[src/adc_seq_pkg.sv]
// package: register map, fields and timing for the adc sequencer
package adc_seq_pkg;
  // register byte offsets
  localparam logic [7:0] OFF_CFG       = 8'h00;
  localparam logic [7:0] OFF_TRIGGER   = 8'h04;
  localparam logic [7:0] OFF_STATUS    = 8'h08;
  localparam logic [7:0] OFF_FIFO      = 8'h0c;
  localparam logic [7:0] OFF_FLAGS     = 8'h10;
  localparam logic [7:0] OFF_WINDOW    = 8'h14;
  localparam logic [7:0] OFF_SLOT_BASE = 8'h20;
  localparam logic [7:0] SLOT_MASK     = 8'he3;
  localparam int SLOT_IDX_LSB = 2;
  localparam int SLOT_IDX_W   = 3;
  localparam int NUM_SLOTS    = 8;
  // config register fields
  localparam int CFG_W        = 9;
  localparam int CFG_EN       = 0;
  localparam int CFG_CLOCK_SOURCE_SELECT   = 1;
  localparam int CFG_KEEP_OSC = 3;
  localparam int CFG_SCAN     = 4;
  localparam int CFG_REPEAT   = 5;
  localparam int CFG_PREC     = 6;
  localparam int CFG_DMA_EN   = 8;
  localparam logic [CFG_W-1:0] CFG_RESET = 9'h000;
  // slot register fields
  localparam int SLOT_W     = 15;
  localparam int SL_EN      = 0;
  localparam int SL_CHAN    = 1;
  localparam int SL_TRACK   = 5;
  localparam int SL_AVG     = 12;
  localparam int SL_WIN     = 14;
  localparam logic [SLOT_W-1:0] SLOT_RESET = 15'h0000;
  // clock source select codes
  localparam logic [1:0] CLK_FAST_48  = 2'h0;
  localparam logic [1:0] CLK_INV_48   = 2'h1;
  localparam logic [1:0] CLK_FAST_24  = 2'h2;
  localparam logic [1:0] CLK_SECOND_48 = 2'h3;
  // precision codes and base latency cycles
  localparam logic [1:0] PREC_12 = 2'h0;
  localparam logic [1:0] PREC_10 = 2'h1;
  localparam logic [1:0] PREC_8  = 2'h2;
  localparam logic [6:0] BASE_12 = 7'h13;
  localparam logic [6:0] BASE_10 = 7'h0f;
  localparam logic [6:0] BASE_8  = 7'h0c;
  localparam logic [11:0] FS_12 = 12'hfff;
  localparam logic [11:0] FS_10 = 12'h3ff;
  localparam logic [11:0] FS_8  = 12'h0ff;
  // tracking cycles = field + minimum, field clamped
  localparam logic [6:0] TRACK_MIN       = 7'h05;
  localparam logic [6:0] TRACK_FIELD_MAX = 7'h40;
  // mux channel codes
  localparam logic [3:0] CH_TEMP    = 4'hc;
  localparam logic [3:0] CH_VSS     = 4'he;
  localparam logic [3:0] CH_DIVIDER = 4'hf;
  // result queue
  localparam int FIFO_DEPTH = 16;
  localparam int FIFO_AW    = 4;
  localparam int FIFO_DW    = 16;
  localparam logic [4:0] ALMOST_FULL = 5'h0c;
  // flag bits
  localparam int FLAGS_W    = 7;
  localparam int FL_FULL    = 0;
  localparam int FL_AFULL   = 1;
  localparam int FL_SCAN    = 2;
  localparam int FL_CONV    = 3;
  localparam int FL_WIN_IN  = 4;
  localparam int FL_WIN_OUT = 5;
  localparam int FL_DMA     = 6;
  // sequencer states
  typedef enum logic [1:0] {
    ST_IDLE  = 2'b00,
    ST_REQ   = 2'b01,
    ST_START = 2'b10,
    ST_WAIT  = 2'b11
  } seq_state_e;
endpackage

[src/result_fifo.sv]
// result queue: flip-flop storage, sixteen entries
`timescale 1ns/1ps
module result_fifo
  import adc_seq_pkg::*;
(
  input  wire logic               clock,  // system clock
  input  wire logic               rst_n,  // async reset, active low
  input  wire logic               push,   // write one entry
  input  wire logic [FIFO_DW-1:0] din,    // entry to write
  input  wire logic               pop,    // drop oldest entry
  output logic      [FIFO_DW-1:0] dout,   // oldest entry
  output logic      [FIFO_AW:0]   count,  // occupancy
  output logic                    full,   // no room
  output logic                    empty   // nothing stored
);
  logic [FIFO_DW-1:0] mem_r   [FIFO_DEPTH];  // storage
  logic [FIFO_DW-1:0] mem_nxt [FIFO_DEPTH];
  logic [FIFO_AW-1:0] wr_r, wr_nxt;          // write index
  logic [FIFO_AW-1:0] rd_r, rd_nxt;          // read index
  logic [FIFO_AW:0]   cnt_r, cnt_nxt;        // occupancy
  logic               do_push, do_pop;

  // pointers and count
  always_comb begin
    do_push = push && (cnt_r != FIFO_AW'(0) + (FIFO_AW+1)'(FIFO_DEPTH));
    do_pop  = pop && (cnt_r != '0);
    wr_nxt  = do_push ? wr_r + 1'b1 : wr_r;
    rd_nxt  = do_pop ? rd_r + 1'b1 : rd_r;
    cnt_nxt = cnt_r + (FIFO_AW+1)'(do_push) - (FIFO_AW+1)'(do_pop);
  end

  always_ff @(posedge clock or negedge rst_n) begin
    if (!rst_n) begin
      wr_r  <= '0;
      rd_r  <= '0;
      cnt_r <= '0;
    end else begin
      wr_r  <= wr_nxt;
      rd_r  <= rd_nxt;
      cnt_r <= cnt_nxt;
    end
  end

  // one storage word per entry
  genvar i;
  generate
    for (i = 0; i < FIFO_DEPTH; i++) begin : g_ent
      always_comb begin
        mem_nxt[i] = (do_push && wr_r == FIFO_AW'(i)) ? din : mem_r[i];
      end
      always_ff @(posedge clock or negedge rst_n) begin
        if (!rst_n) begin
          mem_r[i] <= '0;
        end else begin
          mem_r[i] <= mem_nxt[i];
        end
      end
    end
  endgenerate

  assign dout  = mem_r[rd_r];
  assign count = cnt_r;
  assign full  = (cnt_r == (FIFO_AW+1)'(FIFO_DEPTH));
  assign empty = (cnt_r == '0);
endmodule

[src/window_cmp.sv]
// window comparator: flags entry into and exit from the threshold band
`timescale 1ns/1ps
module window_cmp
  import adc_seq_pkg::*;
(
  input  wire logic        clock,     // system clock
  input  wire logic        rst_n,     // async reset, active low
  input  wire logic        valid,     // new result present
  input  wire logic [11:0] value,     // result value
  input  wire logic [11:0] lower,     // lower threshold
  input  wire logic [11:0] upper,     // upper threshold
  output logic             incursion, // moved into band
  output logic             excursion  // moved out of band
);
  logic inside_r, inside_nxt;  // last seen position
  logic inside_now;

  // compare and detect changes
  always_comb begin
    inside_now = (value >= lower) && (value <= upper);
    inside_nxt = valid ? inside_now : inside_r;
    incursion  = valid && inside_now && !inside_r;
    excursion  = valid && !inside_now && inside_r;
  end

  always_ff @(posedge clock or negedge rst_n) begin
    if (!rst_n) begin
      inside_r <= 1'b0;
    end else begin
      inside_r <= inside_nxt;
    end
  end
endmodule

[src/sar_adc_sequencer.sv]
// sar adc sequencer: slots, clock request, timing, result queue, bus slave
//
// Functional notes
// - eight slots, active ones done in order
// - every slot result enters 16-deep queue
// - request clock while enabled and scanning
// - release or keep oscillator between scans
// - four clock sources, fast 48 default
// - sample after tracking plus base cycles
// - tracking cycles from five to sixty-nine
// - base latency 19, 15, 12 by precision
// - over-reference input returns full scale code
// - divider on only when scanning channel 15 (here on during every conversion while any active slot selects channel 15)
// - battery load follows external enable bit
// - eleven channels: eight pins, ground, divider, temp
// - single, repeat single, scan, repeat scan
// - tracking time set per slot
// - flags for queue, scan, conversion, window, dma
// - window compare detects entry and exit
// - accumulate and scale successive slot samples
//
// Our own choices: the placing of the registers and the Avalon-MM interface to the registers.
`timescale 1ns/1ps
module sar_adc_sequencer
  import adc_seq_pkg::*;
(
  input  wire logic        clock,               // 40 MHz system clock
  input  wire logic        rst_n,               // async reset, active low
  input  wire logic [7:0]  address,             // avalon byte address
  input  wire logic        read,                // avalon read
  input  wire logic        write,               // avalon write
  input  wire logic [31:0] writedata,           // avalon write data
  output logic      [31:0] readdata,            // avalon read data
  output logic             waitrequest,         // avalon wait
  input  wire logic        trigger_in,          // hardware trigger pulse
  input  wire logic        clock_ack,           // clock generator grant
  input  wire logic [11:0] conv_data,           // core result
  input  wire logic        conv_over,           // input above reference
  input  wire logic        battery_load_enable, // from control block
  input  wire logic        dma_ack,             // dma took head entry
  output logic             clock_request,       // oscillator request
  output logic [1:0]       clock_source_select, // converter clock choice
  output logic             conv_start,          // start tracking pulse
  output logic [3:0]       conv_channel,        // mux channel
  output logic [1:0]       conv_precision,      // precision mode
  output logic             divider_enable,      // supply divider on
  output logic             battery_load,        // load resistor on
  output logic             dma_request          // queue has data for dma
);
  // bus side state
  logic                 wait_r, wait_nxt;         // waitrequest
  logic [31:0]          rdata_r, rdata_nxt;       // read data
  logic [CFG_W-1:0]     cfg_r, cfg_nxt;           // configuration
  logic [11:0]          win_lo_r, win_lo_nxt;     // lower threshold
  logic [11:0]          win_hi_r, win_hi_nxt;     // upper threshold
  logic [FLAGS_W-1:0]   flags_r, flags_nxt;       // sticky flags
  logic                 trig_r, trig_nxt;         // pending trigger
  logic [SLOT_W-1:0]    slot_r   [NUM_SLOTS];     // slot configs
  logic [SLOT_W-1:0]    slot_nxt [NUM_SLOTS];
  // sequencer state
  seq_state_e           state_r, state_nxt;       // fsm
  logic [2:0]           idx_r, idx_nxt;           // current slot
  logic [6:0]           lat_r, lat_nxt;           // latency countdown
  logic [14:0]          acc_r, acc_nxt;           // accumulator
  logic [2:0]           acc_n_r, acc_n_nxt;       // samples summed
  logic                 start_r, start_nxt;       // conv_start
  logic [3:0]           chan_r, chan_nxt;         // conv_channel
  logic                 req_r, req_nxt;           // clock_request
  logic                 div_r, div_nxt;           // divider_enable
  logic                 bload_r;                  // battery_load
  logic                 dreq_r;                   // dma_request
  logic [1:0]           csel_r;                   // clock select out
  logic [1:0]           prec_r;                   // precision out
  // helpers
  logic                 wr_go, rd_go, slot_hit;
  logic [SLOT_IDX_W-1:0] sidx;
  logic                 pop_sw, push;
  logic [FIFO_DW-1:0]   push_data, head;
  logic [FIFO_AW:0]     fcount;
  logic                 ffull, fempty;
  logic                 win_in, win_out, win_valid;
  logic [11:0]          result;
  logic [NUM_SLOTS-1:0] active;
  logic                 scan_done, conv_done, div_need;
  logic [3:0]           nxt_from_idx, first_act;
  logic [SLOT_W-1:0]    cur;
  logic [6:0]           track, base;
  logic [11:0]          sample, fs;
  logic [14:0]          sum;

  // find next active slot at or after start
  function automatic logic [3:0] find_act(input logic [NUM_SLOTS-1:0] m,
                                          input logic [3:0] from);
    logic [3:0] r;
    r = 4'h0;
    for (int k = NUM_SLOTS - 1; k >= 0; k--) begin
      if (m[k] && 4'(k) >= from) begin
        r = {1'b1, 3'(k)};
      end
    end
    return r;
  endfunction

  // bus decode; write lands on the edge that sees waitrequest low
  always_comb begin
    wr_go    = write && !wait_r;
    rd_go    = read && !wait_r;
    slot_hit = (address & SLOT_MASK) == OFF_SLOT_BASE;
    sidx     = address[SLOT_IDX_LSB +: SLOT_IDX_W];
    pop_sw   = rd_go && address == OFF_FIFO;
  end

  // bus slave and registers: next values
  always_comb begin
    wait_nxt   = !((read || write) && wait_r);
    rdata_nxt  = rdata_r;
    cfg_nxt    = cfg_r;
    win_lo_nxt = win_lo_r;
    win_hi_nxt = win_hi_r;
    trig_nxt   = trig_r || trigger_in;
    if (read && wait_r) begin
      rdata_nxt = 32'h0000_0000;  // unmapped reads as zero
      if (address == OFF_CFG) begin
        rdata_nxt = 32'(cfg_r);
      end else if (address == OFF_STATUS) begin
        rdata_nxt = {24'h00_0000, req_r, state_r != ST_IDLE, 1'b0, fcount};
      end else if (address == OFF_FIFO) begin
        rdata_nxt = {11'h000, fcount, head};
      end else if (address == OFF_FLAGS) begin
        rdata_nxt = 32'(flags_r);
      end else if (address == OFF_WINDOW) begin
        rdata_nxt = {4'h0, win_hi_r, 4'h0, win_lo_r};
      end else if (slot_hit) begin
        rdata_nxt = 32'(slot_r[sidx]);
      end
    end
    if (wr_go) begin
      if (address == OFF_CFG) begin
        cfg_nxt = writedata[CFG_W-1:0];
      end else if (address == OFF_TRIGGER && writedata[0]) begin
        trig_nxt = 1'b1;
      end else if (address == OFF_WINDOW) begin
        win_lo_nxt = writedata[11:0];
        win_hi_nxt = writedata[27:16];
      end
    end
    if (state_r == ST_IDLE && state_nxt != ST_IDLE) begin
      trig_nxt = 1'b0;  // trigger consumed by a scan
    end
    // flags: set beats write-one-to-clear
    flags_nxt = flags_r;
    if (wr_go && address == OFF_FLAGS) begin
      flags_nxt = flags_r & ~writedata[FLAGS_W-1:0];
    end
    flags_nxt[FL_FULL]    = flags_nxt[FL_FULL] | (push && fcount == 5'(FIFO_DEPTH - 1));
    flags_nxt[FL_AFULL]   = flags_nxt[FL_AFULL] | (push && fcount == ALMOST_FULL - 5'h01);
    flags_nxt[FL_SCAN]    = flags_nxt[FL_SCAN] | scan_done;
    flags_nxt[FL_CONV]    = flags_nxt[FL_CONV] | conv_done;
    flags_nxt[FL_WIN_IN]  = flags_nxt[FL_WIN_IN] | win_in;
    flags_nxt[FL_WIN_OUT] = flags_nxt[FL_WIN_OUT] | win_out;
    flags_nxt[FL_DMA]     = flags_nxt[FL_DMA] | (dma_ack && fcount == 5'h01 && !push);
  end

  // bus and config registers
  always_ff @(posedge clock or negedge rst_n) begin
    if (!rst_n) begin
      wait_r   <= 1'b1;
      rdata_r  <= 32'h0000_0000;
      cfg_r    <= CFG_RESET;
      win_lo_r <= 12'h000;
      win_hi_r <= 12'h000;
      flags_r  <= '0;
      trig_r   <= 1'b0;
    end else begin
      wait_r   <= wait_nxt;
      rdata_r  <= rdata_nxt;
      cfg_r    <= cfg_nxt;
      win_lo_r <= win_lo_nxt;
      win_hi_r <= win_hi_nxt;
      flags_r  <= flags_nxt;
      trig_r   <= trig_nxt;
    end
  end

  // per-slot configuration registers
  genvar s;
  generate
    for (s = 0; s < NUM_SLOTS; s++) begin : g_slot
      always_comb begin
        slot_nxt[s] = slot_r[s];
        if (wr_go && slot_hit && sidx == SLOT_IDX_W'(s)) begin
          slot_nxt[s] = writedata[SLOT_W-1:0];
        end
      end
      always_ff @(posedge clock or negedge rst_n) begin
        if (!rst_n) begin
          slot_r[s] <= SLOT_RESET;
        end else begin
          slot_r[s] <= slot_nxt[s];
        end
      end
      assign active[s] = slot_r[s][SL_EN];
    end
  endgenerate

  // timing and sample shaping for the current slot
  always_comb begin
    cur   = slot_r[idx_r];
    track = (cur[SL_TRACK +: 7] > TRACK_FIELD_MAX ? TRACK_FIELD_MAX
             : cur[SL_TRACK +: 7]) + TRACK_MIN;
    unique case (cfg_r[CFG_PREC +: 2])
      PREC_10: begin base = BASE_10; fs = FS_10; end
      PREC_8:  begin base = BASE_8;  fs = FS_8;  end
      default: begin base = BASE_12; fs = FS_12; end
    endcase
    sample = conv_over ? fs : (conv_data & fs);
    sum    = acc_r + 15'(sample);
    result = 12'(sum >> cur[SL_AVG +: 2]);
    nxt_from_idx = find_act(active, 4'(idx_r) + 4'h1);
    first_act    = find_act(active, 4'h0);
    div_need     = 1'b0;
    for (int k = 0; k < NUM_SLOTS; k++) begin
      div_need = div_need | (active[k] && slot_r[k][SL_CHAN +: 4] == CH_DIVIDER);
    end
  end

  // sequencer fsm: next values
  always_comb begin
    state_nxt = state_r;
    idx_nxt   = idx_r;
    lat_nxt   = lat_r;
    acc_nxt   = acc_r;
    acc_n_nxt = acc_n_r;
    start_nxt = 1'b0;
    chan_nxt  = chan_r;
    push      = 1'b0;
    push_data = {1'b0, idx_r, result};
    win_valid = 1'b0;
    scan_done = 1'b0;
    conv_done = 1'b0;
    unique case (state_r)
      ST_IDLE: begin
        if (cfg_r[CFG_EN] && trig_r && first_act[3]) begin
          state_nxt = ST_REQ;
          if (cfg_r[CFG_SCAN] || !active[idx_r]) begin
            idx_nxt = first_act[2:0];  // scan starts at lowest slot
          end
        end
      end
      ST_REQ: begin
        if (!cfg_r[CFG_EN]) begin
          state_nxt = ST_IDLE;
        end else if (clock_ack) begin
          state_nxt = ST_START;
        end
      end
      ST_START: begin
        start_nxt = 1'b1;
        chan_nxt  = cur[SL_CHAN +: 4];
        lat_nxt   = track + base - 7'h01;
        state_nxt = ST_WAIT;
      end
      ST_WAIT: begin
        if (lat_r != 7'h00) begin
          lat_nxt = lat_r - 7'h01;
        end else begin
          acc_nxt   = sum;
          acc_n_nxt = acc_n_r + 3'h1;
          state_nxt = ST_START;  // more samples for this slot
          if (acc_n_r == 3'((4'h1 << cur[SL_AVG +: 2]) - 4'h1)) begin
            push      = 1'b1;
            win_valid = cur[SL_WIN];
            conv_done = 1'b1;
            acc_nxt   = 15'h0000;
            acc_n_nxt = 3'h0;
            if (cfg_r[CFG_SCAN] && nxt_from_idx[3]) begin
              idx_nxt = nxt_from_idx[2:0];
            end else begin
              scan_done = cfg_r[CFG_SCAN];
              idx_nxt   = cfg_r[CFG_SCAN] ? first_act[2:0]
                          : (nxt_from_idx[3] ? nxt_from_idx[2:0] : first_act[2:0]);
              state_nxt = (cfg_r[CFG_REPEAT] && cfg_r[CFG_EN]) ? ST_START : ST_IDLE;
            end
          end
          if (!cfg_r[CFG_EN]) begin
            state_nxt = ST_IDLE;
          end
        end
      end
    endcase
    // request held while busy, or kept between scans when asked
    req_nxt = cfg_r[CFG_EN] && (state_nxt != ST_IDLE || cfg_r[CFG_KEEP_OSC]);
    div_nxt = (state_nxt == ST_START || state_nxt == ST_WAIT) && div_need;
  end

  // sequencer registers and registered outputs
  always_ff @(posedge clock or negedge rst_n) begin
    if (!rst_n) begin
      state_r <= ST_IDLE;
      idx_r   <= 3'h0;
      lat_r   <= 7'h00;
      acc_r   <= 15'h0000;
      acc_n_r <= 3'h0;
      start_r <= 1'b0;
      chan_r  <= 4'h0;
      req_r   <= 1'b0;
      div_r   <= 1'b0;
      bload_r <= 1'b0;
      dreq_r  <= 1'b0;
      csel_r  <= CLK_FAST_48;
      prec_r  <= PREC_12;
    end else begin
      state_r <= state_nxt;
      idx_r   <= idx_nxt;
      lat_r   <= lat_nxt;
      acc_r   <= acc_nxt;
      acc_n_r <= acc_n_nxt;
      start_r <= start_nxt;
      chan_r  <= chan_nxt;
      req_r   <= req_nxt;
      div_r   <= div_nxt;
      bload_r <= battery_load_enable;
      dreq_r  <= cfg_r[CFG_DMA_EN] && (fcount > 5'h01 || (fcount == 5'h01 && !(dma_ack || pop_sw)));
      csel_r  <= cfg_r[CFG_CLOCK_SOURCE_SELECT +: 2];
      prec_r  <= cfg_r[CFG_PREC +: 2];
    end
  end

  // result queue; bus read or dma ack drops the head
  result_fifo u_fifo (
    .clock (clock),
    .rst_n (rst_n),
    .push  (push),
    .din   (push_data),
    .pop   (pop_sw || dma_ack),
    .dout  (head),
    .count (fcount),
    .full  (ffull),
    .empty (fempty)
  );

  // threshold band watcher on queued results
  window_cmp u_win (
    .clock     (clock),
    .rst_n     (rst_n),
    .valid     (win_valid),
    .value     (result),
    .lower     (win_lo_r),
    .upper     (win_hi_r),
    .incursion (win_in),
    .excursion (win_out)
  );

  assign readdata            = rdata_r;
  assign waitrequest         = wait_r;
  assign clock_request       = req_r;
  assign clock_source_select = csel_r;
  assign conv_start          = start_r;
  assign conv_channel        = chan_r;
  assign conv_precision      = prec_r;
  assign divider_enable      = div_r;
  assign battery_load        = bload_r;
  assign dma_request         = dreq_r;
endmodule

[config.mk]
export PLATFORM = sky130hd
export DESIGN_NAME = sar_adc_sequencer
export DESIGN_NICKNAME = d
export VERILOG_FILES = /design/src/adc_seq_pkg.sv /design/src/result_fifo.sv /design/src/window_cmp.sv /design/src/sar_adc_sequencer.sv
export SDC_FILE = /design/constraint.sdc
export NUM_CORES = 1
export LEC_CHECK = 0
export ABC_AREA = 1
export CORE_MARGIN = 10
export CORE_UTILIZATION = 50
export DETAILED_ROUTE_END_ITERATION = 10
export DONT_BUFFER_PORTS = 1
export PLACE_DENSITY = 0.63
export SYNTH_ARGS = -nofsm -noshare
export SYNTH_HDL_FRONTEND = slang
export SYNTH_HIERARCHICAL = 1
export SYNTH_SLANG_ARGS = --single-unit
export TNS_END_PERCENT = 1
[constraint.sdc]
create_clock -name clock -period 8.2 [get_ports clock]
set_clock_uncertainty 0.1 [all_clocks]
set_input_delay 0 -clock clock [delete_from_list [all_inputs] [get_ports clock]]
set_output_delay 0 -clock clock [all_outputs]
set_load 0.01 [all_outputs]
==> results.cfg <==
[layout]
nFillCells = 4889
layout.nets = 3602
regArea_sq_mm = 0.01259
multiInputGateArea_sq_mm = 0.01189
syn_to_final_growth_pct = 10.76
drive_gt1_share_pct = 5.742

[global_routing]
track_usage_pct = 25.75
first_global_vias = 22840
grt_pass1_wl_mm = 129.6
grt.overflow.total = 0
antenna_found_initial = 1
grt_max_degree = 504

[clock_tree]
htree_levels = 2
cts_buffers = 55
cts_setup_buffers = 0
clk_latency_ns = 0.63
numClockSinks = 503
hold_buffers = 84
clk_pin_slew_worst_paths_ns = 0.07
cts_root_buffer = clkbuf_16
clk_path_buf_depth = 3
cts_tree = built
cts-resized-gates = 0

[sta]
rsz0062_at_grt = no
fin_hold_ws_ns = -1.011
setup_tns_ns = 0
worst-slew-pin-transition_ns = 2.257
finalHoldViolCount = 503
slew-limit-headroom_pct = -50.48
slew_viol_final = 261
fmax_ghz = 0.2088
finalCritPeriodShare_pct = 58.41
setup_violations = 0
fin_crit_ns = 4.790

[setup_path]
start_kind = register
crit_start = state_r[0]$_DFF_PN0_
crit_path_max_fanout = 20
r2r_cells = 14
reg2reg_from = state_r[0]$_DFF_PN0_
timing.rr.end = u_fifo/count[4]$_DFF_PN0_
critPathKind = register to register
critPathCaptureType = register
setup.worst_path.end = u_fifo/count[4]$_DFF_PN0_
reg2reg_slack_ns = 3.41
critPathRequiredTime_ns = 8.61
crit_arrival_ns = 5.20

[drt]
drt-wirelength-per-cell_um = 19.46
first_pass_iters = 6
num_vias = 23450
drtIter0Drc = 2148
routed_wl_mm = 81.85
viasPerCell = 5.573
ant_nets = 0
drc = 0

[place]
dp_hpwl_mm = 51.28
portBuffers = 0
gp_congestion = 0.9162

[pwr]
powerDensity_mw_per_mm2 = 322.6
p_leak_nw = 14.98
finalPower_mw = 9.562
peakVddDrop_uv = 274.6

[status]
violations = negative hold slack, max-slew violations
status = finished, violations left

[floorplan]
dieArea_sq_mm = 0.06317
fp-row-count = 84
io_pins = 107
core_sq_mm = 0.05276
initial_utilization_pct = 50.72
dieHeight_um = 251.3
die_w_um = 251.3

[flow_run]
maxCapViolCount = 0

[yosys]
syn_inst = 3504
yosysWarningCount = 6
avgSynthCellArea_sq_um = 7.636
syn_area_sq_mm = 0.02676

[hold_path]
hold_path_class = input pin to asynchronous set/reset pin
cell usage in the layout (no fill, tap or decap), types with 13 or more instances in the layout:
| cell type | count |
|---|---|
| clkbuf_8 | 15 |
| clkbuf_1 | 18 |
| nand3_2 | 17 |
| o21ai_1 | 42 |
| nand3_1 | 185 |
| a21oi_1 | 81 |
| clkbuf_16 | 57 |
| a22oi_1 | 28 |
| inv_1 | 319 |
| xor2_1 | 18 |
| nand4_1 | 18 |
| a31oi_1 | 18 |
| nor2_1 | 195 |
| dfrtp_1 | 500 |
| nor3_1 | 16 |
| dlygate4sd3_1 | 84 |
| inv_2 | 13 |
| nand2_1 | 1141 |
| buf_4 | 31 |
| o22ai_1 | 16 |
| ha_1 | 67 |
| o21ai_0 | 498 |
state kept, by name (all words and copies together), names as in the netlist, 2 cells and up:
name	count
active	8
win_lo_r	12
u_fifo/wr_r	4
conv_channel	4
state_r	2
acc_r	15
acc_n_r	3
lat_r	7
slot_r	112
readdata	28
u_fifo/mem_r	256
u_fifo/rd_r	4
clock_source_select	2
u_fifo/count	5
cfg_r	9
conv_precision	2
win_hi_r	12
idx_r	3
flags_r	7
worst max-delay path, cell delays in order (launching register included):
cell and delay, ns:
dfrtp_1 0.42, ha_1 0.19, buf_4 0.25, inv_1 0.16
nor2_1 0.68, inv_1 0.62, nor2_4 0.76, nand2_2 0.20
ha_1 0.33, inv_1 0.04, ha_1 0.19, fa_1 0.40
nand3_1 0.10, nand2_1 0.06, xor2_1 0.14
worst min path at each step:
stage               cells past startpoint  slack, ns                            end
global placement                        0      -0.37  u_fifo/mem_r[148]$_DFFE_PN0P_
finish                                  0      -1.01  u_fifo/mem_r[144]$_DFFE_PN0P_
CTS                                     0      -1.02  u_fifo/mem_r[148]$_DFFE_PN0P_
detailed placement                      0      -0.37  u_fifo/mem_r[148]$_DFFE_PN0P_
global route                            0      -1.03  u_fifo/mem_r[132]$_DFFE_PN0P_
floorplan                               0      -0.40         acc_n_r[0]$_DFFE_PN0P_
per-layer routing:
metal | share of wire (%) | GRT usage [%]
met1 | 41 | 31.66
met2 | 49 | 44.38
met3 | 6.6 | 3.807
met4 | 4.1 | 11.24
met5 | 0 | 0
where the power goes:
| group | switching [mW] | internal (mW) | total (mW) |
|---|---|---|---|
| Clock | 1.05 | 1.63 | 2.68 |
| Sequential | 0.161 | 2.62 | 2.78 |
| Combinational | 2.96 | 1.14 | 4.10 |
stage by stage:
stage	util (%)	hold WS, ns	area [sq um]	instances	setup slack (ns)
finish	56.17	-1.011	29640	4207	3.410
global route	56.17	-1.032	29640	4207	3.217
CTS	56.17	-1.025	29630	4206	3.455
detailed placement	50.85	-0.3714	26830	4018	3.470
global placement	50.85	-0.3684	26830	4018	3.540
floorplan	-	-0.3956	26770	3508	4.809
final cells by class:
type | instances | share of cell area [%]
antenna | 1 | 0.008443
clock buffer | 90 | 5.737
clock inverter | 14 | 0.8866
inverter | 334 | 4.247
multi-input combinational | 2462 | 40.10
sequential | 503 | 42.49
tap | 688 | 2.905
timing repair buffer | 115 | 3.622
Note: power is estimated with default switching activity, not from simulation.
